$ cat src/common/cca_cfg.svh
// constants of the capture/compare array unit
`ifndef CCA_CFG_SVH
`define CCA_CFG_SVH
`define CCA_N          16
`define CCA_W          16
`define CCA_PAIRS      8
`define CCA_PSC_W      7
`define CCA_STAG_MASK  7'h07
`define CCA_PSC_ONE    8'h01
`define CCA_CNT_MAX    16'hFFFF
`define CCA_CNT_RST    16'h0000
`define CCA_SYNC_W     17
`define CCA_EXT_BIT    16
`endif

$ cat src/common/cca_pkg.sv
// types of the capture/compare array unit
package cca_pkg;
   typedef enum logic [1:0] {
      CCA_CM_INT_MULTI = 2'h0,
      CCA_CM_TOGGLE    = 2'h1,
      CCA_CM_INT_ONCE  = 2'h2,
      CCA_CM_SET_CLR   = 2'h3
   } cca_cmode_t;
   typedef enum logic [1:0] {
      CCA_EDGE_OFF  = 2'h0,
      CCA_EDGE_RISE = 2'h1,
      CCA_EDGE_FALL = 2'h2,
      CCA_EDGE_BOTH = 2'h3
   } cca_edge_t;
   typedef enum logic [1:0] {
      CCA_SRC_PSC = 2'h0,
      CCA_SRC_AUX = 2'h1,
      CCA_SRC_EXT = 2'h2
   } cca_src_t;
endpackage : cca_pkg

$ cat src/common/cca_tb_if.sv
// time base state carried to the register array
`timescale 1ns/100ps
`default_nettype none
`include "cca_cfg.svh"
interface cca_tb_if;
   logic [`CCA_W-1:0] cnt;
   logic              upd;
   logic              ovf;
   modport prod (output cnt, output upd, output ovf);
   modport cons (input cnt, input upd, input ovf);
endinterface : cca_tb_if
`default_nettype wire

$ cat src/verilog/cca_pin_sync.sv
// two-flop synchroniser for the pins and the count input
`timescale 1ns/100ps
`default_nettype none
`include "cca_cfg.svh"
module cca_pin_sync (
   input  wire logic                   clk,
   input  wire logic                   rst_n,
   input  wire logic [`CCA_SYNC_W-1:0] d,
   output logic      [`CCA_SYNC_W-1:0] q
);
   logic [`CCA_SYNC_W-1:0] s1_reg;
   logic [`CCA_SYNC_W-1:0] s1_next;
   logic [`CCA_SYNC_W-1:0] s2_reg;
   logic [`CCA_SYNC_W-1:0] s2_next;

   always_comb begin
      s1_next = d;
      s2_next = s1_reg;
   end

   always_ff @(posedge clk or negedge rst_n) begin
      if (!rst_n) begin
         s1_reg <= '0;
         s2_reg <= '0;
      end else begin
         s1_reg <= s1_next;
         s2_reg <= s2_next;
      end
   end

   assign q = s2_reg;
endmodule : cca_pin_sync
`default_nettype wire

$ cat src/verilog/cca_time_base.sv
// one reloadable 16-bit time base with clock source choice
`timescale 1ns/100ps
`default_nettype none
`include "cca_cfg.svh"
module cca_time_base #(
   parameter bit ALLOW_EXT = 1'b0
) (
   input  wire logic              clk,
   input  wire logic              rst_n,
   input  wire logic              run,
   input  wire logic              stagger,
   input  wire logic [2:0]        psc_sel,
   input  wire cca_pkg::cca_src_t tb_src,
   input  wire logic              aux_ovf,
   input  wire logic              ext_tick,
   input  wire logic [`CCA_W-1:0] reload,
   cca_tb_if.prod                 tb
);
   import cca_pkg::*;

   logic [`CCA_PSC_W-1:0] psc_reg;
   logic [`CCA_PSC_W-1:0] psc_next;
   logic [`CCA_W-1:0]     cnt_reg;
   logic [`CCA_W-1:0]     cnt_next;
   logic                  upd_reg;
   logic                  upd_next;
   logic                  ovf_reg;
   logic                  ovf_next;
   logic                  tick;

   function automatic logic [`CCA_PSC_W-1:0] psc_mask(input logic [2:0] sel,
                                                      input logic       stag);
      logic [`CCA_PSC_W-1:0] m;
      m = `CCA_PSC_W'((`CCA_PSC_ONE << sel) - `CCA_PSC_ONE);
      if (stag) begin
         m = m | `CCA_STAG_MASK;
      end
      return m;
   endfunction : psc_mask

   // ----------------------------------------
   // prescaler, source choice, count, reload
   // ----------------------------------------
   always_comb begin
      psc_next = run ? `CCA_PSC_W'(psc_reg + 1'b1) : psc_reg;
      case (tb_src)
         CCA_SRC_PSC: tick = (psc_reg & psc_mask(psc_sel, stagger))
                             == psc_mask(psc_sel, stagger);
         CCA_SRC_AUX: tick = aux_ovf;
         CCA_SRC_EXT: tick = ALLOW_EXT & ext_tick;
         default:     tick = 1'b0;
      endcase
      tick     = tick & run;
      upd_next = tick;
      ovf_next = tick && (cnt_reg == `CCA_CNT_MAX);
      cnt_next = cnt_reg;
      if (ovf_next) begin
         cnt_next = reload;
      end else if (tick) begin
         cnt_next = `CCA_W'(cnt_reg + 1'b1);
      end
   end

   always_ff @(posedge clk or negedge rst_n) begin
      if (!rst_n) begin
         psc_reg <= '0;
         cnt_reg <= `CCA_CNT_RST;
         upd_reg <= 1'b0;
         ovf_reg <= 1'b0;
      end else begin
         psc_reg <= psc_next;
         cnt_reg <= cnt_next;
         upd_reg <= upd_next;
         ovf_reg <= ovf_next;
      end
   end

   assign tb.cnt = cnt_reg;
   assign tb.upd = upd_reg;
   assign tb.ovf = ovf_reg;

   a_tb_reload: assert property (@(posedge clk) disable iff (!rst_n)
      ovf_reg |-> cnt_reg == $past(reload))
      else $error("time base did not reload on overflow");
   a_stag_res: assert property (@(posedge clk) disable iff (!rst_n)
      (upd_reg && stagger && tb_src == CCA_SRC_PSC)
      |=> (!(upd_reg && stagger && tb_src == CCA_SRC_PSC))[*7])
      else $error("staggered step closer than eight cycles");
endmodule : cca_time_base
`default_nettype wire

$ cat src/verilog/cca_unit.sv
// sixteen-channel capture/compare array with two time bases
`timescale 1ns/100ps
`default_nettype none
`include "cca_cfg.svh"
module cca_unit (
   input  wire logic                                clk,
   input  wire logic                                rst_n,
   input  wire logic [`CCA_N-1:0]                   cc_pin_in,
   input  wire logic                                ext_count_in,
   input  wire logic                                aux_ovf,
   input  wire logic                                stagger_en,
   input  wire logic                                tba_run,
   input  wire logic                                tbb_run,
   input  wire cca_pkg::cca_src_t                   tba_src,
   input  wire cca_pkg::cca_src_t                   tbb_src,
   input  wire logic [2:0]                          tba_psc,
   input  wire logic [2:0]                          tbb_psc,
   input  wire logic [`CCA_W-1:0]                   tba_reload,
   input  wire logic [`CCA_W-1:0]                   tbb_reload,
   input  wire logic                                tba_ovf_clr,
   input  wire logic                                tbb_ovf_clr,
   input  wire logic [`CCA_N-1:0]                   ch_use_b,
   input  wire logic [`CCA_N-1:0]                   ch_capture,
   input  wire cca_pkg::cca_cmode_t [`CCA_N-1:0]    ch_mode,
   input  wire cca_pkg::cca_edge_t  [`CCA_N-1:0]    ch_edge,
   input  wire logic [`CCA_N-1:0]                   ch_single,
   input  wire logic [`CCA_PAIRS-1:0]               pair_en,
   input  wire logic                                cc_wr_en,
   input  wire logic [3:0]                          cc_wr_idx,
   input  wire logic [`CCA_W-1:0]                   cc_wr_data,
   input  wire logic [3:0]                          cc_rd_idx,
   output logic      [`CCA_W-1:0]                   cc_rd_data,
   output logic      [`CCA_N-1:0]                   cc_pin_out,
   output logic      [`CCA_N-1:0]                   cc_pin_oe,
   output logic      [`CCA_N-1:0]                   cc_irq,
   output logic      [`CCA_W-1:0]                   tba_count,
   output logic      [`CCA_W-1:0]                   tbb_count,
   output logic                                     tba_ovf_flag,
   output logic                                     tbb_ovf_flag
);
   import cca_pkg::*;

   logic [`CCA_SYNC_W-1:0] pin_s;
   logic [`CCA_W-1:0]      cc_reg   [`CCA_N];
   logic [`CCA_W-1:0]      cc_next  [`CCA_N];
   logic [`CCA_N-1:0]      prev_reg;
   logic [`CCA_N-1:0]      prev_next;
   logic [`CCA_N-1:0]      pin_reg;
   logic [`CCA_N-1:0]      pin_next;
   logic [`CCA_N-1:0]      oe_reg;
   logic [`CCA_N-1:0]      oe_next;
   logic [`CCA_N-1:0]      irq_reg;
   logic [`CCA_N-1:0]      irq_next;
   logic [`CCA_N-1:0]      done_reg;
   logic [`CCA_N-1:0]      done_next;
   logic [`CCA_N-1:0]      hit_reg;
   logic [`CCA_N-1:0]      hit_next;
   logic [`CCA_N-1:0]      act_v;
   logic [`CCA_W-1:0]      rd_reg;
   logic [`CCA_W-1:0]      rd_next;
   logic                   fa_reg;
   logic                   fa_next;
   logic                   fb_reg;
   logic                   fb_next;
   logic                   ext_prev_reg;
   logic                   ext_prev_next;
   logic                   ext_tick;

   cca_tb_if tba ();
   cca_tb_if tbb ();

   function automatic logic cap_fire(input cca_edge_t e,
                                     input logic      p,
                                     input logic      n);
      logic r;
      case (e)
         CCA_EDGE_RISE: r = !p && n;
         CCA_EDGE_FALL: r = p && !n;
         CCA_EDGE_BOTH: r = p != n;
         default:       r = 1'b0;
      endcase
      return r;
   endfunction : cap_fire

   // ----------------------------------------
   // pin synchronisers and time bases
   // ----------------------------------------
   cca_pin_sync u_sync (
      .clk   (clk),
      .rst_n (rst_n),
      .d     ({ext_count_in, cc_pin_in}),
      .q     (pin_s)
   );

   assign ext_tick = pin_s[`CCA_EXT_BIT] & ~ext_prev_reg;

   cca_time_base #(.ALLOW_EXT(1'b1)) u_tba (
      .clk      (clk),
      .rst_n    (rst_n),
      .run      (tba_run),
      .stagger  (stagger_en),
      .psc_sel  (tba_psc),
      .tb_src   (tba_src),
      .aux_ovf  (aux_ovf),
      .ext_tick (ext_tick),
      .reload   (tba_reload),
      .tb       (tba)
   );

   cca_time_base #(.ALLOW_EXT(1'b0)) u_tbb (
      .clk      (clk),
      .rst_n    (rst_n),
      .run      (tbb_run),
      .stagger  (stagger_en),
      .psc_sel  (tbb_psc),
      .tb_src   (tbb_src),
      .aux_ovf  (aux_ovf),
      .ext_tick (1'b0),
      .reload   (tbb_reload),
      .tb       (tbb)
   );

   // ----------------------------------------
   // channel capture and compare
   // ----------------------------------------
   always_comb begin
      logic [`CCA_W-1:0] cnt_i;
      logic              upd_i;
      logic              ovf_i;
      logic              hit_i;
      logic              once;
      cnt_i     = '0;
      upd_i     = 1'b0;
      ovf_i     = 1'b0;
      hit_i     = 1'b0;
      once      = 1'b0;
      cc_next   = cc_reg;
      pin_next  = pin_reg;
      oe_next   = '0;
      irq_next  = '0;
      done_next = done_reg;
      hit_next  = hit_reg;
      act_v     = '0;
      prev_next = pin_s[`CCA_N-1:0];
      if (cc_wr_en) begin
         cc_next[cc_wr_idx]   = cc_wr_data;
         done_next[cc_wr_idx] = 1'b0;
      end
      for (int i = 0; i < `CCA_N; i++) begin
         cnt_i = ch_use_b[i] ? tbb.cnt : tba.cnt;
         upd_i = ch_use_b[i] ? tbb.upd : tba.upd;
         ovf_i = ch_use_b[i] ? tbb.ovf : tba.ovf;
         if (ovf_i) begin
            hit_next[i] = 1'b0;
         end
         if (ch_capture[i]) begin
            if (cap_fire(ch_edge[i], prev_reg[i], pin_s[i])) begin
               cc_next[i]  = cnt_i;
               irq_next[i] = 1'b1;
            end
         end else begin
            hit_i = upd_i && (cnt_i == cc_reg[i]);
            once  = (ch_mode[i] == CCA_CM_INT_ONCE) ||
                    (ch_mode[i] == CCA_CM_SET_CLR);
            act_v[i] = hit_i && !(ch_single[i] && done_reg[i])
                       && !(once && hit_reg[i] && !ovf_i);
            if (act_v[i]) begin
               irq_next[i] = 1'b1;
               hit_next[i] = 1'b1;
               if (ch_single[i]) begin
                  done_next[i] = 1'b1;
               end
            end
            case (ch_mode[i])
               CCA_CM_TOGGLE: begin
                  oe_next[i] = 1'b1;
                  if (act_v[i]) begin
                     pin_next[i] = ~pin_reg[i];
                  end
               end
               CCA_CM_SET_CLR: begin
                  oe_next[i] = 1'b1;
                  if (act_v[i]) begin
                     pin_next[i] = 1'b1;
                  end else if (ovf_i) begin
                     pin_next[i] = 1'b0;
                  end
               end
               default: oe_next[i] = 1'b0;
            endcase
         end
      end
      for (int p = 0; p < `CCA_PAIRS; p++) begin
         if (pair_en[p]) begin
            oe_next[p]              = 1'b1;
            oe_next[p+`CCA_PAIRS]   = 1'b0;
            pin_next[p+`CCA_PAIRS]  = pin_reg[p+`CCA_PAIRS];
            pin_next[p] = pin_reg[p] ^ (act_v[p] | act_v[p+`CCA_PAIRS]);
         end
      end
   end

   // ----------------------------------------
   // flags, readback and edge memory
   // ----------------------------------------
   always_comb begin
      fa_next       = tba.ovf | (fa_reg & ~tba_ovf_clr);
      fb_next       = tbb.ovf | (fb_reg & ~tbb_ovf_clr);
      rd_next       = cc_reg[cc_rd_idx];
      ext_prev_next = pin_s[`CCA_EXT_BIT];
   end

   always_ff @(posedge clk or negedge rst_n) begin
      if (!rst_n) begin
         for (int i = 0; i < `CCA_N; i++) begin
            cc_reg[i] <= '0;
         end
         prev_reg     <= '0;
         pin_reg      <= '0;
         oe_reg       <= '0;
         irq_reg      <= '0;
         done_reg     <= '0;
         hit_reg      <= '0;
         rd_reg       <= '0;
         fa_reg       <= 1'b0;
         fb_reg       <= 1'b0;
         ext_prev_reg <= 1'b0;
      end else begin
         cc_reg       <= cc_next;
         prev_reg     <= prev_next;
         pin_reg      <= pin_next;
         oe_reg       <= oe_next;
         irq_reg      <= irq_next;
         done_reg     <= done_next;
         hit_reg      <= hit_next;
         rd_reg       <= rd_next;
         fa_reg       <= fa_next;
         fb_reg       <= fb_next;
         ext_prev_reg <= ext_prev_next;
      end
   end

   assign cc_rd_data   = rd_reg;
   assign cc_pin_out   = pin_reg;
   assign cc_pin_oe    = oe_reg;
   assign cc_irq       = irq_reg;
   assign tba_count    = tba.cnt;
   assign tbb_count    = tbb.cnt;
   assign tba_ovf_flag = fa_reg;
   assign tbb_ovf_flag = fb_reg;

   // ----------------------------------------
   // checks
   // ----------------------------------------
   a_ovf_flag: assert property (@(posedge clk) disable iff (!rst_n)
      (tba.ovf || tbb.ovf) |=> (tba_ovf_flag || !$past(tba.ovf))
                               && (tbb_ovf_flag || !$past(tbb.ovf)))
      else $error("overflow flag not set");

   for (genvar g = 0; g < `CCA_N; g++) begin : g_chk
      logic [`CCA_W-1:0] cnt_w;
      logic              cap_w;
      logic              paired_w;
      logic              ovf_w;
      assign cnt_w    = ch_use_b[g] ? tbb.cnt : tba.cnt;
      assign cap_w    = ch_capture[g] && cap_fire(ch_edge[g], prev_reg[g], pin_s[g]);
      assign paired_w = pair_en[g % `CCA_PAIRS];
      assign ovf_w    = ch_use_b[g] ? tbb.ovf : tba.ovf;

      a_cap_latch: assert property (@(posedge clk) disable iff (!rst_n)
         cap_w |=> cc_reg[g] == $past(cnt_w))
         else $error("capture did not latch the time base");
      a_cap_irq: assert property (@(posedge clk) disable iff (!rst_n)
         cap_w |=> cc_irq[g])
         else $error("capture raised no interrupt");
      a_mode0_pin: assert property (@(posedge clk) disable iff (!rst_n)
         (!ch_capture[g] && ch_mode[g] == CCA_CM_INT_MULTI && !paired_w)
         |=> !cc_pin_oe[g])
         else $error("interrupt-only mode drove its pin");
      a_toggle_pin: assert property (@(posedge clk) disable iff (!rst_n)
         (act_v[g] && ch_mode[g] == CCA_CM_TOGGLE && !paired_w)
         |=> cc_pin_out[g] != $past(cc_pin_out[g]))
         else $error("toggle mode match did not flip pin");
      a_mode3_set: assert property (@(posedge clk) disable iff (!rst_n)
         (act_v[g] && ch_mode[g] == CCA_CM_SET_CLR && !paired_w)
         |=> cc_pin_out[g] && cc_irq[g])
         else $error("set mode match did not raise pin");
      a_once_period: assert property (@(posedge clk) disable iff (!rst_n)
         (cc_irq[g] && !$past(ch_capture[g]) && $past(ch_mode[g]) == CCA_CM_INT_ONCE)
         |-> !$past(hit_reg[g] && !ovf_w))
         else $error("second interrupt in one period");
      a_single_once: assert property (@(posedge clk) disable iff (!rst_n)
         (ch_single[g] && done_reg[g] && !ch_capture[g]) |=> !cc_irq[g])
         else $error("single event fired twice");
      if (g < `CCA_PAIRS) begin : g_pair
         a_pair_toggle: assert property (@(posedge clk) disable iff (!rst_n)
            (pair_en[g] && (act_v[g] || act_v[g+`CCA_PAIRS]))
            |=> cc_pin_out[g] != $past(cc_pin_out[g]))
            else $error("paired match did not toggle shared pin");
      end
   end
endmodule : cca_unit
`default_nettype wire

$ cat config.mk
export PLATFORM = sky130hd
export DESIGN_NAME = cca_unit
export DESIGN_NICKNAME = d
export VERILOG_FILES = /design/src/common/cca_pkg.sv /design/src/common/cca_tb_if.sv /design/src/verilog/cca_pin_sync.sv /design/src/verilog/cca_time_base.sv /design/src/verilog/cca_unit.sv
export VERILOG_INCLUDE_DIRS = /design/src /design/src/common
export SDC_FILE = /design/constraint.sdc
export NUM_CORES = 1
export LEC_CHECK = 0
export BUFFER_PORTS_ARGS = -buffer_cell sky130_fd_sc_hd__buf_2
export CORE_MARGIN = 5
export CORE_UTILIZATION = 40
export DETAILED_ROUTE_END_ITERATION = 8
export PLACE_DENSITY = 0.68
export SYNTH_ARGS = -nofsm -noshare
export SYNTH_HDL_FRONTEND = slang
export SYNTH_SLANG_ARGS = --single-unit
$ cat constraint.sdc
create_clock -name clk -period 3.3 [get_ports clk]
set_clock_uncertainty 0.2 [all_clocks]
set_input_delay 0.33 -clock clk [delete_from_list [all_inputs] [get_ports clk]]
set_output_delay 0.33 -clock clk [all_outputs]
set_load 0.01 [all_outputs]
==> metrics.txt, run 1 <==
# TYPE chip_impl_metric gauge
chip_impl_metric{name="largest_reg_flops",unit=""} 256
chip_impl_metric{name="fillers",unit=""} 6673
chip_impl_metric{name="timing.max_slew.rel_slack",unit="%"} 42.46
chip_impl_metric{name="mappedNetlistArea",unit="sq um"} 29630
chip_impl_metric{name="irDropWorstVdd",unit="uV"} 455.8
chip_impl_metric{name="viasPerCell",unit=""} 5.987
chip_impl_info{name="critical_path.endpoint_type",value="register"} 1
chip_impl_metric{name="layout-drive-gt1-share",unit="%"} 24.91
chip_impl_info{name="status",value="finished, final reports clean"} 1
chip_impl_metric{name="power.density_cell_area",unit="nW/um^2"} 611.4
chip_impl_metric{name="required",unit="ps"} 3650
chip_impl_metric{name="fin_crit",unit="ps"} 3168
chip_impl_metric{name="cts-buffers-inserted",unit=""} 54
chip_impl_metric{name="min_period_over_period",unit="%"} 96.01
chip_impl_info{name="yosys.area.top_type",value="sky130_fd_sc_hd__dfrtp_1"} 1
chip_impl_metric{name="vias_in_the_first_global_route",unit=""} 25340
chip_impl_metric{name="cp_data_arrival_time",unit="ps"} 3520
chip_impl_metric{name="post-dp-hpwl",unit="microns"} 79510
chip_impl_metric{name="count_of_flip_flops_with_a_built_in_enable_after_synthesis",unit=""} 0
chip_impl_metric{name="number_of_instances_in_the_synthesized_netlist",unit=""} 2933
chip_impl_metric{name="design.portCount",unit=""} 310
chip_impl_metric{name="fin_util",unit="%"} 49.59
chip_impl_metric{name="postRouteAntennaNets",unit=""} 0
chip_impl_metric{name="synth.yosys.warnings",unit=""} 0
chip_impl_metric{name="actual_transition_at_the_worst_max_transition_pin",unit="ps"} 861.0
chip_impl_metric{name="row_count",unit=""} 99
chip_impl_metric{name="worst-path-max-fanout",unit=""} 9
chip_impl_metric{name="place_congestion",unit=""} 1.025
chip_impl_metric{name="ys_types",unit=""} 64
chip_impl_metric{name="synth_nets",unit=""} 3183
chip_impl_info{name="synth.area.top_cells",value="sky130_fd_sc_hd__dfrtp_1, sky130_fd_sc_hd__mux2i_1, sky130_fd_sc_hd__xnor2_1"} 1
chip_impl_info{name="clk_root_buffer_cell",value="sky130_fd_sc_hd__clkbuf_16"} 1
chip_impl_metric{name="area_growth_syn_to_layout",unit="%"} 22.52
chip_impl_metric{name="drt_iter0_markers",unit=""} 3064
chip_impl_metric{name="power.share.switching",unit="%"} 35.61
chip_impl_metric{name="netlist.area_leader.share",unit="%"} 38.43
chip_impl_metric{name="m1WireLength",unit="microns"} 45590
chip_impl_metric{name="firstDrtPassIters",unit=""} 5
chip_impl_metric{name="p_sw",unit="uW"} 7903
chip_impl_metric{name="grt_pass1_wl",unit="microns"} 166500
chip_impl_metric{name="final_hold_viol_count",unit=""} 0
chip_impl_metric{name="wl_met3",unit="microns"} 13950
chip_impl_metric{name="timing.setup.tns",unit="ps"} 0
chip_impl_metric{name="comb_power_share",unit="%"} 32.7
chip_impl_metric{name="max-cap-violations",unit=""} 0
chip_impl_metric{name="ffs_latches_synth",unit=""} 455
chip_impl_metric{name="routed_wirelength",unit="microns"} 114200
chip_impl_info{name="cts_tree",value="yes"} 1
chip_impl_metric{name="cts_sinks",unit=""} 455
chip_impl_metric{name="cts-htree-levels",unit=""} 2
chip_impl_metric{name="chipWidth",unit="microns"} 282.2
chip_impl_metric{name="route.vias.total",unit=""} 26210
chip_impl_metric{name="internal_power",unit="uW"} 14290
chip_impl_metric{name="drc",unit=""} 0
chip_impl_metric{name="globalRouteOverflowTotal",unit=""} 0
chip_impl_metric{name="finish.net_count",unit=""} 3612
chip_impl_metric{name="port-buffer-count",unit=""} 309
chip_impl_info{name="route.top_layer_used",value="met5"} 1
chip_impl_metric{name="grt_use_total",unit="%"} 27.81
chip_impl_metric{name="cts_setup_buffers",unit=""} 0
chip_impl_metric{name="synth_area_per_cell",unit="sq um"} 10.10
chip_impl_metric{name="die-height",unit="microns"} 282.2
chip_impl_info{name="critical_path_class",value="reg2reg"} 1
chip_impl_info{name="hold_class",value="in2reg"} 1
chip_impl_metric{name="clock_slew_at_reported_path_ffs",unit="ps"} 60
chip_impl_metric{name="grt_start_max_net_pins",unit=""} 103
chip_impl_metric{name="postSynth.asyncResetShare",unit="%"} 100.0
chip_impl_info{name="yosys_most_used_dff",value="sky130_fd_sc_hd__dfrtp_1"} 1
chip_impl_metric{name="antenna_violations_before_repair",unit=""} 14
chip_impl_metric{name="timing_max_transition_violations_final",unit=""} 0
chip_impl_metric{name="route.met2.wl",unit="microns"} 48660
chip_impl_metric{name="fmax",unit="GHz"} 0.3156
chip_impl_metric{name="clkPwrFrac",unit="%"} 30.1
chip_impl_info{name="setup_repair_after_global_routing_missed_its_margin",value="no"} 1
chip_impl_metric{name="cts_max_path_buffers",unit=""} 3
chip_impl_info{name="cp-start-kind",value="register"} 1
chip_impl_metric{name="clock_latency_at_the_later_pin_of_the_worst_skew_pair",unit="ps"} 640
chip_impl_metric{name="setup-violations-final",unit=""} 0
chip_impl_metric{name="core",unit="sq um"} 73210
chip_impl_metric{name="seqPwrFrac",unit="%"} 37.2
chip_impl_metric{name="total_die_area",unit="sq um"} 79610
chip_impl_metric{name="total_leakage_power",unit="uW"} 0.01580
chip_impl_metric{name="post_drt_wl_per_cell",unit="microns"} 26.08
chip_impl_metric{name="effective_utilization_at_floorplan",unit="%"} 40.47
chip_impl_metric{name="synth_seq_area_share",unit="%"} 38.43
[worst max-delay path, cell delays in order, from the launching register on]
cell and delay (ps):
sky130_fd_sc_hd__dfrtp_2 520, sky130_fd_sc_hd__buf_12 200, sky130_fd_sc_hd__buf_4 180, sky130_fd_sc_hd__mux2i_1 240, sky130_fd_sc_hd__xnor2_1 100, sky130_fd_sc_hd__nor4_1 320
sky130_fd_sc_hd__nand2_1 270, sky130_fd_sc_hd__nor3_2 240, sky130_fd_sc_hd__buf_4 160, sky130_fd_sc_hd__nand2_1 40, sky130_fd_sc_hd__dlygate4sd3_1 550, sky130_fd_sc_hd__nand2_1 70
[what timing repair did]
| action | 4_1_cts | 5_1_grt |
|---|---|---|
| gates resized for setup | 0 | 11 |
| hold buffers | 133 | 0 |
| setup endpoints to repair | 0 | 7 |
| hold endpoints to repair | 479 | 0 |
[metrics by stage]
step	hold slack [ps]	cells	instance area (sq um)	worst slack, ps	power (uW)
final	13.26	4377	36300	131.8	22190
after global routing	37.57	4372	36290	4.548	23050
after CTS	2.310	4367	36250	46.37	22040
after detailed placement	94.56	4132	32950	336.6	15200
after global placement	86.13	4132	32950	373.6	15040
after floorplan	-165.6	2933	29630	559.5	12410
[layout by cell type, fill, tap and decap left out, drive strengths merged, types with 6 or more instances in the layout]
cell / count
inv: 76
a211oi: 166
nand4: 29
a21o: 7
clkbuf: 74
xnor2: 230
ha: 38
o211ai: 7
a31o: 8
a22o: 17
nand3b: 9
a41oi: 6
nand3: 37
nor3: 16
buf: 482
o21ai: 61
nand2: 104
and2: 77
dfrtp: 455
or3: 17
or2: 35
nor2b: 132
clkinv: 11
mux4: 80
a2111oi: 8
nor4: 54
dlygate4sd3: 133
bufinv: 9
mux2i: 313
xor2: 37
a31oi: 15
nor3b: 9
nor2: 164
mux2: 102
a21oi: 323
and3: 28
diode: 10
nand2b: 7
[worst paths after layout]
kind,from,cells past startpoint,end,slack (ps)
max,u_tbb.tb.cnt[5]$_DFFE_PN0P_,11,done_reg[15]$_DFF_PN0_,130
min,ch_mode[14],3,cc_pin_oe[7]$_DFF_PN0_,10
max reg2reg,u_tbb.tb.cnt[5]$_DFFE_PN0P_,11,done_reg[15]$_DFF_PN0_,130
min reg2reg,u_sync.s1_reg[7]$_DFF_PN0_,0,u_sync.q[7]$_DFF_PN0_,140
max in group asynchronous,rst_n,3,cc_irq[4]$_DFF_PN0_,1840
min in group asynchronous,rst_n,2,u_sync.s1_reg[6]$_DFF_PN0_,40
[logic make-up (layout without fill, tap and decap cells)]
group / after synthesis / count (layout) / synth area share [%]
fa+ha+maj: 38 / 38 / 1.605
buf+inv: 315 / 790 / 4.878
flops: 455 / 455 / 38.43
other cells: 0 / 10 / 0
mux: 495 / 495 / 20.56
simple gates: 724 / 724 / 13.25
compound gates: 639 / 639 / 13.39
xor+xnor: 267 / 267 / 7.893
[power groups by stage]
stage / logic (uW) / clock network, uW / registers (uW)
final: 7270 / 6680 / 8250
after global routing: 7760 / 6980 / 8310
after CTS: 7110 / 6770 / 8160
after detailed placement: 6950 / 0 / 8250
after global placement: 6840 / 0 / 8200
after floorplan: 4740 / 0 / 7680
[synth_stat cells, types with 28 or more instances]
master,count
sky130_fd_sc_hd__dfrtp_1,455
sky130_fd_sc_hd__a21oi_1,323
sky130_fd_sc_hd__mux2i_1,311
sky130_fd_sc_hd__xnor2_1,230
sky130_fd_sc_hd__a211oi_1,164
sky130_fd_sc_hd__nor2_1,164
sky130_fd_sc_hd__clkbuf_1,141
sky130_fd_sc_hd__nor2b_1,132
sky130_fd_sc_hd__nand2_1,104
sky130_fd_sc_hd__mux2_2,101
sky130_fd_sc_hd__mux4_2,80
sky130_fd_sc_hd__and2_1,77
sky130_fd_sc_hd__inv_1,73
sky130_fd_sc_hd__buf_2,59
sky130_fd_sc_hd__o21ai_0,56
sky130_fd_sc_hd__nor4_1,45
sky130_fd_sc_hd__ha_1,38
sky130_fd_sc_hd__xor2_1,37
sky130_fd_sc_hd__nand3_1,35
sky130_fd_sc_hd__or2_2,35
sky130_fd_sc_hd__nand4_1,29
sky130_fd_sc_hd__and3_1,28
[cell type report]
| class | count | area (sq um) | area share (%) |
|---|---|---|---|
| multi-input cells | 2163 | 16870 | 46.47 |
| flip-flops and latches | 455 | 11390 | 31.39 |
| well taps | 959 | 1200 | 3.305 |
| clock inverters | 28 | 404.1 | 1.113 |
| clock buffers | 74 | 1567 | 4.315 |
| diodes | 10 | 25.02 | 0.06893 |
| repair buffers | 615 | 4568 | 12.58 |
| inverters | 73 | 274.0 | 0.7548 |
[metal layers]
layer  global-route usage [%]  vias to the layer above
met2                    41.30                     1585
met5                        0                        -
met1                    38.22                    12860
met4                    11.69                       10
met3                    8.121                      338
li1                         -                    11420
Note: power is estimated with default switching activity, not from simulation.
==> run 2: changes to the inputs <==
--- a/config.mk
+++ b/config.mk
@@ -10,7 +10,6 @@
 export CORE_MARGIN = 5
 export CORE_UTILIZATION = 40
 export DETAILED_ROUTE_END_ITERATION = 8
-export PLACE_DENSITY = 0.68
 export SYNTH_ARGS = -nofsm -noshare
 export SYNTH_HDL_FRONTEND = slang
 export SYNTH_SLANG_ARGS = --single-unit
==> run 2 against run 1 <==
Compared with the run above: routed wire length grew 2.2%; cell count grew 0.27%; global-route usage is 0.72 points higher; non-clock buffer count rose by 14; register-to-register slack lost 110 ps.
==> metrics.txt, run 2 (synthesis gave the netlist of run 1 again) <==
# TYPE chip_impl_metric gauge
chip_impl_info{name="status",value="finished, final reports clean"} 1
chip_impl_metric{name="place_congestion",unit=""} 0.9832
chip_impl_metric{name="globalRouteOverflowTotal",unit=""} 0
chip_impl_info{name="critical_path_class",value="reg2reg"} 1
chip_impl_metric{name="largest_reg_flops",unit=""} 256
chip_impl_metric{name="vias_in_the_first_global_route",unit=""} 24700
chip_impl_metric{name="cts-buffers-inserted",unit=""} 57
chip_impl_metric{name="grt_use_total",unit="%"} 28.53
chip_impl_metric{name="die-height",unit="microns"} 282.2
chip_impl_info{name="hold_class",value="in2reg"} 1
chip_impl_info{name="critical_path.cell_chain",value="buf_4 -> mux2i_1 -> xnor2_1 -> nor4_1 -> buf_4 -> nand4_1 -> nor3_2 -> buf_4 -> nand2_1 -> dlygate4sd3_1 -> nand2_1"} 1
chip_impl_metric{name="drt_iter0_markers",unit=""} 2959
chip_impl_metric{name="route.vias.total",unit=""} 25900
chip_impl_metric{name="fin_util",unit="%"} 49.81
chip_impl_info{name="critical_path.endpoint_type",value="register"} 1
chip_impl_metric{name="firstDrtPassIters",unit=""} 6
chip_impl_metric{name="fmax",unit="GHz"} 0.3046
chip_impl_metric{name="required",unit="ps"} 3660
chip_impl_info{name="cp-start-kind",value="register"} 1
chip_impl_metric{name="worst-r2r-cell-count",unit=""} 11
chip_impl_metric{name="antenna_violations_before_repair",unit=""} 14
chip_impl_metric{name="row_count",unit=""} 99
chip_impl_metric{name="postRouteAntennaNets",unit=""} 0
chip_impl_metric{name="fillers",unit=""} 6678
chip_impl_metric{name="cts-htree-levels",unit=""} 2
chip_impl_info{name="cp_slowest_cell",value="sky130_fd_sc_hd__dlygate4sd3_1"} 1
chip_impl_metric{name="critical_path.max_stage_delay",unit="ps"} 560
chip_impl_info{name="clk_root_buffer_cell",value="sky130_fd_sc_hd__clkbuf_16"} 1
chip_impl_metric{name="viasPerCell",unit=""} 5.901
chip_impl_metric{name="cp_data_arrival_time",unit="ps"} 3640
chip_impl_info{name="timing.critical_path.mode_cell",value="sky130_fd_sc_hd__buf_4"} 1
chip_impl_info{name="highest_count_cells_in_the_layout_ignoring_fill_and_taps",value="sky130_fd_sc_hd__dfrtp_1, sky130_fd_sc_hd__a21oi_1, sky130_fd_sc_hd__mux2i_1, sky130_fd_sc_hd__buf_2, sky130_fd_sc_hd__xnor2_1"} 1
chip_impl_metric{name="area_growth_syn_to_layout",unit="%"} 23.08
chip_impl_metric{name="worst-path-max-fanout",unit=""} 11
chip_impl_metric{name="effective_utilization_at_floorplan",unit="%"} 40.47
chip_impl_info{name="worstReg2RegEnd",value="done_reg[7]$_DFF_PN0_"} 1
chip_impl_metric{name="grt_start_max_net_pins",unit=""} 70
chip_impl_metric{name="total_leakage_power",unit="uW"} 0.01591
chip_impl_metric{name="finish.net_count",unit=""} 3629
chip_impl_metric{name="drc",unit=""} 0
chip_impl_metric{name="core",unit="sq um"} 73210
chip_impl_metric{name="irDropWorstVdd",unit="uV"} 416.9
chip_impl_metric{name="port-buffer-count",unit=""} 309
chip_impl_metric{name="cts_max_path_buffers",unit=""} 3
chip_impl_metric{name="grt_pass1_wl",unit="microns"} 169100
chip_impl_info{name="worst_path_dominant_cell_family",value="buffers and inverters"} 1
chip_impl_metric{name="finalPower",unit="uW"} 22280
chip_impl_metric{name="timing.max_slew.rel_slack",unit="%"} 43.71
chip_impl_metric{name="fin_crit",unit="ps"} 3283
chip_impl_metric{name="logic_depth_of_the_worst_path_buffers_included",unit=""} 11
chip_impl_metric{name="actual_transition_at_the_worst_max_transition_pin",unit="ps"} 840.5
chip_impl_metric{name="timing.reg2reg.setup_slack",unit="ps"} 20
chip_impl_info{name="rr_startpoint",value="u_tba.tb.cnt[2]$_DFFE_PN0P_"} 1
chip_impl_metric{name="power.density_cell_area",unit="nW/um^2"} 610.9
chip_impl_metric{name="cts_sinks",unit=""} 455
chip_impl_metric{name="min_period_over_period",unit="%"} 99.48
chip_impl_info{name="worst_setup_path_endpoint",value="done_reg[7]$_DFF_PN0_"} 1
chip_impl_metric{name="setup-violations-final",unit=""} 0
chip_impl_metric{name="post_drt_wl_per_cell",unit="microns"} 26.58
chip_impl_info{name="mostFrequentLayoutCell",value="sky130_fd_sc_hd__dfrtp_1"} 1
chip_impl_metric{name="clock_latency_at_the_later_pin_of_the_worst_skew_pair",unit="ps"} 640
chip_impl_metric{name="timing_max_transition_violations_final",unit=""} 0
chip_impl_metric{name="layout-drive-gt1-share",unit="%"} 25.10
chip_impl_metric{name="design.portCount",unit=""} 310
chip_impl_info{name="worst_hold_startpoint",value="ch_mode[1]"} 1
chip_impl_metric{name="timing.setup.tns",unit="ps"} 0
chip_impl_info{name="cts_tree",value="yes"} 1
chip_impl_metric{name="total_die_area",unit="sq um"} 79610
chip_impl_metric{name="max-cap-violations",unit=""} 0
chip_impl_metric{name="chipWidth",unit="microns"} 282.2
chip_impl_info{name="setup_repair_after_global_routing_missed_its_margin",value="no"} 1
chip_impl_metric{name="clock_slew_at_reported_path_ffs",unit="ps"} 60
chip_impl_metric{name="worstPathBufferInverterCount",unit=""} 4
chip_impl_metric{name="final_hold_viol_count",unit=""} 0
chip_impl_metric{name="post-dp-hpwl",unit="microns"} 82190
chip_impl_metric{name="routed_wirelength",unit="microns"} 116700
chip_impl_info{name="worstSetupStartpoint",value="u_tba.tb.cnt[2]$_DFFE_PN0P_"} 1
## run 2: worst register-to-register path, stage by stage, from the launching register on
cell and delay, ps:
sky130_fd_sc_hd__dfrtp_1 510, sky130_fd_sc_hd__buf_4 320, sky130_fd_sc_hd__mux2i_1 170, sky130_fd_sc_hd__xnor2_1 170, sky130_fd_sc_hd__nor4_1 430, sky130_fd_sc_hd__buf_4 190, sky130_fd_sc_hd__nand4_1 140, sky130_fd_sc_hd__nor3_2 230
sky130_fd_sc_hd__buf_4 160, sky130_fd_sc_hd__nand2_1 50, sky130_fd_sc_hd__dlygate4sd3_1 560, sky130_fd_sc_hd__nand2_1 70
## run 2: cell type report
cell class                      count  area (sq um)  share of cell area (%)
Clock inverter                     22         276.5                  0.7583
Timing Repair Buffer              629          4720                   12.94
Antenna cell                        4         10.01                 0.02745
Sequential cell                   455         11390                   31.25
Clock buffer                       84          1720                   4.718
Inverter                           73         274.0                  0.7514
Multi-Input combinational cell   2163         16870                   46.27
Tap cell                          959          1200                   3.290
## run 2: metrics by stage
| stage | area (sq um) | worst slack, ps | cells | hold WS [ps] |
|---|---|---|---|---|
| final | 36470 | 17.19 | 4389 | 18.08 |
| after global routing | 36460 | 3.707 | 4387 | 29.69 |
| after CTS | 36420 | 19.97 | 4384 | 0.6484 |
| after detailed placement | 33040 | 288.2 | 4140 | 134.7 |
| after global placement | 33040 | 285.3 | 4140 | 131.4 |
| after floorplan | 29630 | 559.5 | 2933 | -165.6 |
## run 2: worst min-delay path by stage
stage,endpoint,slack (ps),depth (start not counted)
2_1_floorplan,cc_irq[0]$_DFF_PN0_,-170,0
3_3_place_gp,u_sync.q[10]$_DFF_PN0_,130,0
3_5_place_dp,u_sync.q[16]$_DFF_PN0_,130,0
4_1_cts,u_tbb.tb.upd$_DFF_PN0_,0.6,4
5_1_grt,u_tbb.tb.upd$_DFF_PN0_,30,4
6_report,cc_pin_out[0]$_DFFE_PN0P_,20,4
## run 2: repair_timing
action / CTS / global route
buffers inserted: 0 / 1
hold buffers: 138 / 0
endpoints found under the hold margin: 339 / 0
gates resized for setup: 0 / 12
setup endpoints to repair: 0 / 11
## run 2: power breakdown
part | leakage, uW | switching, uW | internal, uW
Clock | 0.000988 | 2660 | 4060
Combinational | 0.00942 | 3780 | 3540
Sequential | 0.00550 | 1490 | 6750
## run 2: routing by layer
metal  share of wire (%)  vias up  track usage [%]
li1                    -    11450                -
met1                  42    12680            41.16
met2                  42     1485            41.96
met3                  11      276            7.271
met4                 4.4        2            9.756
met5              0.0086        -                0
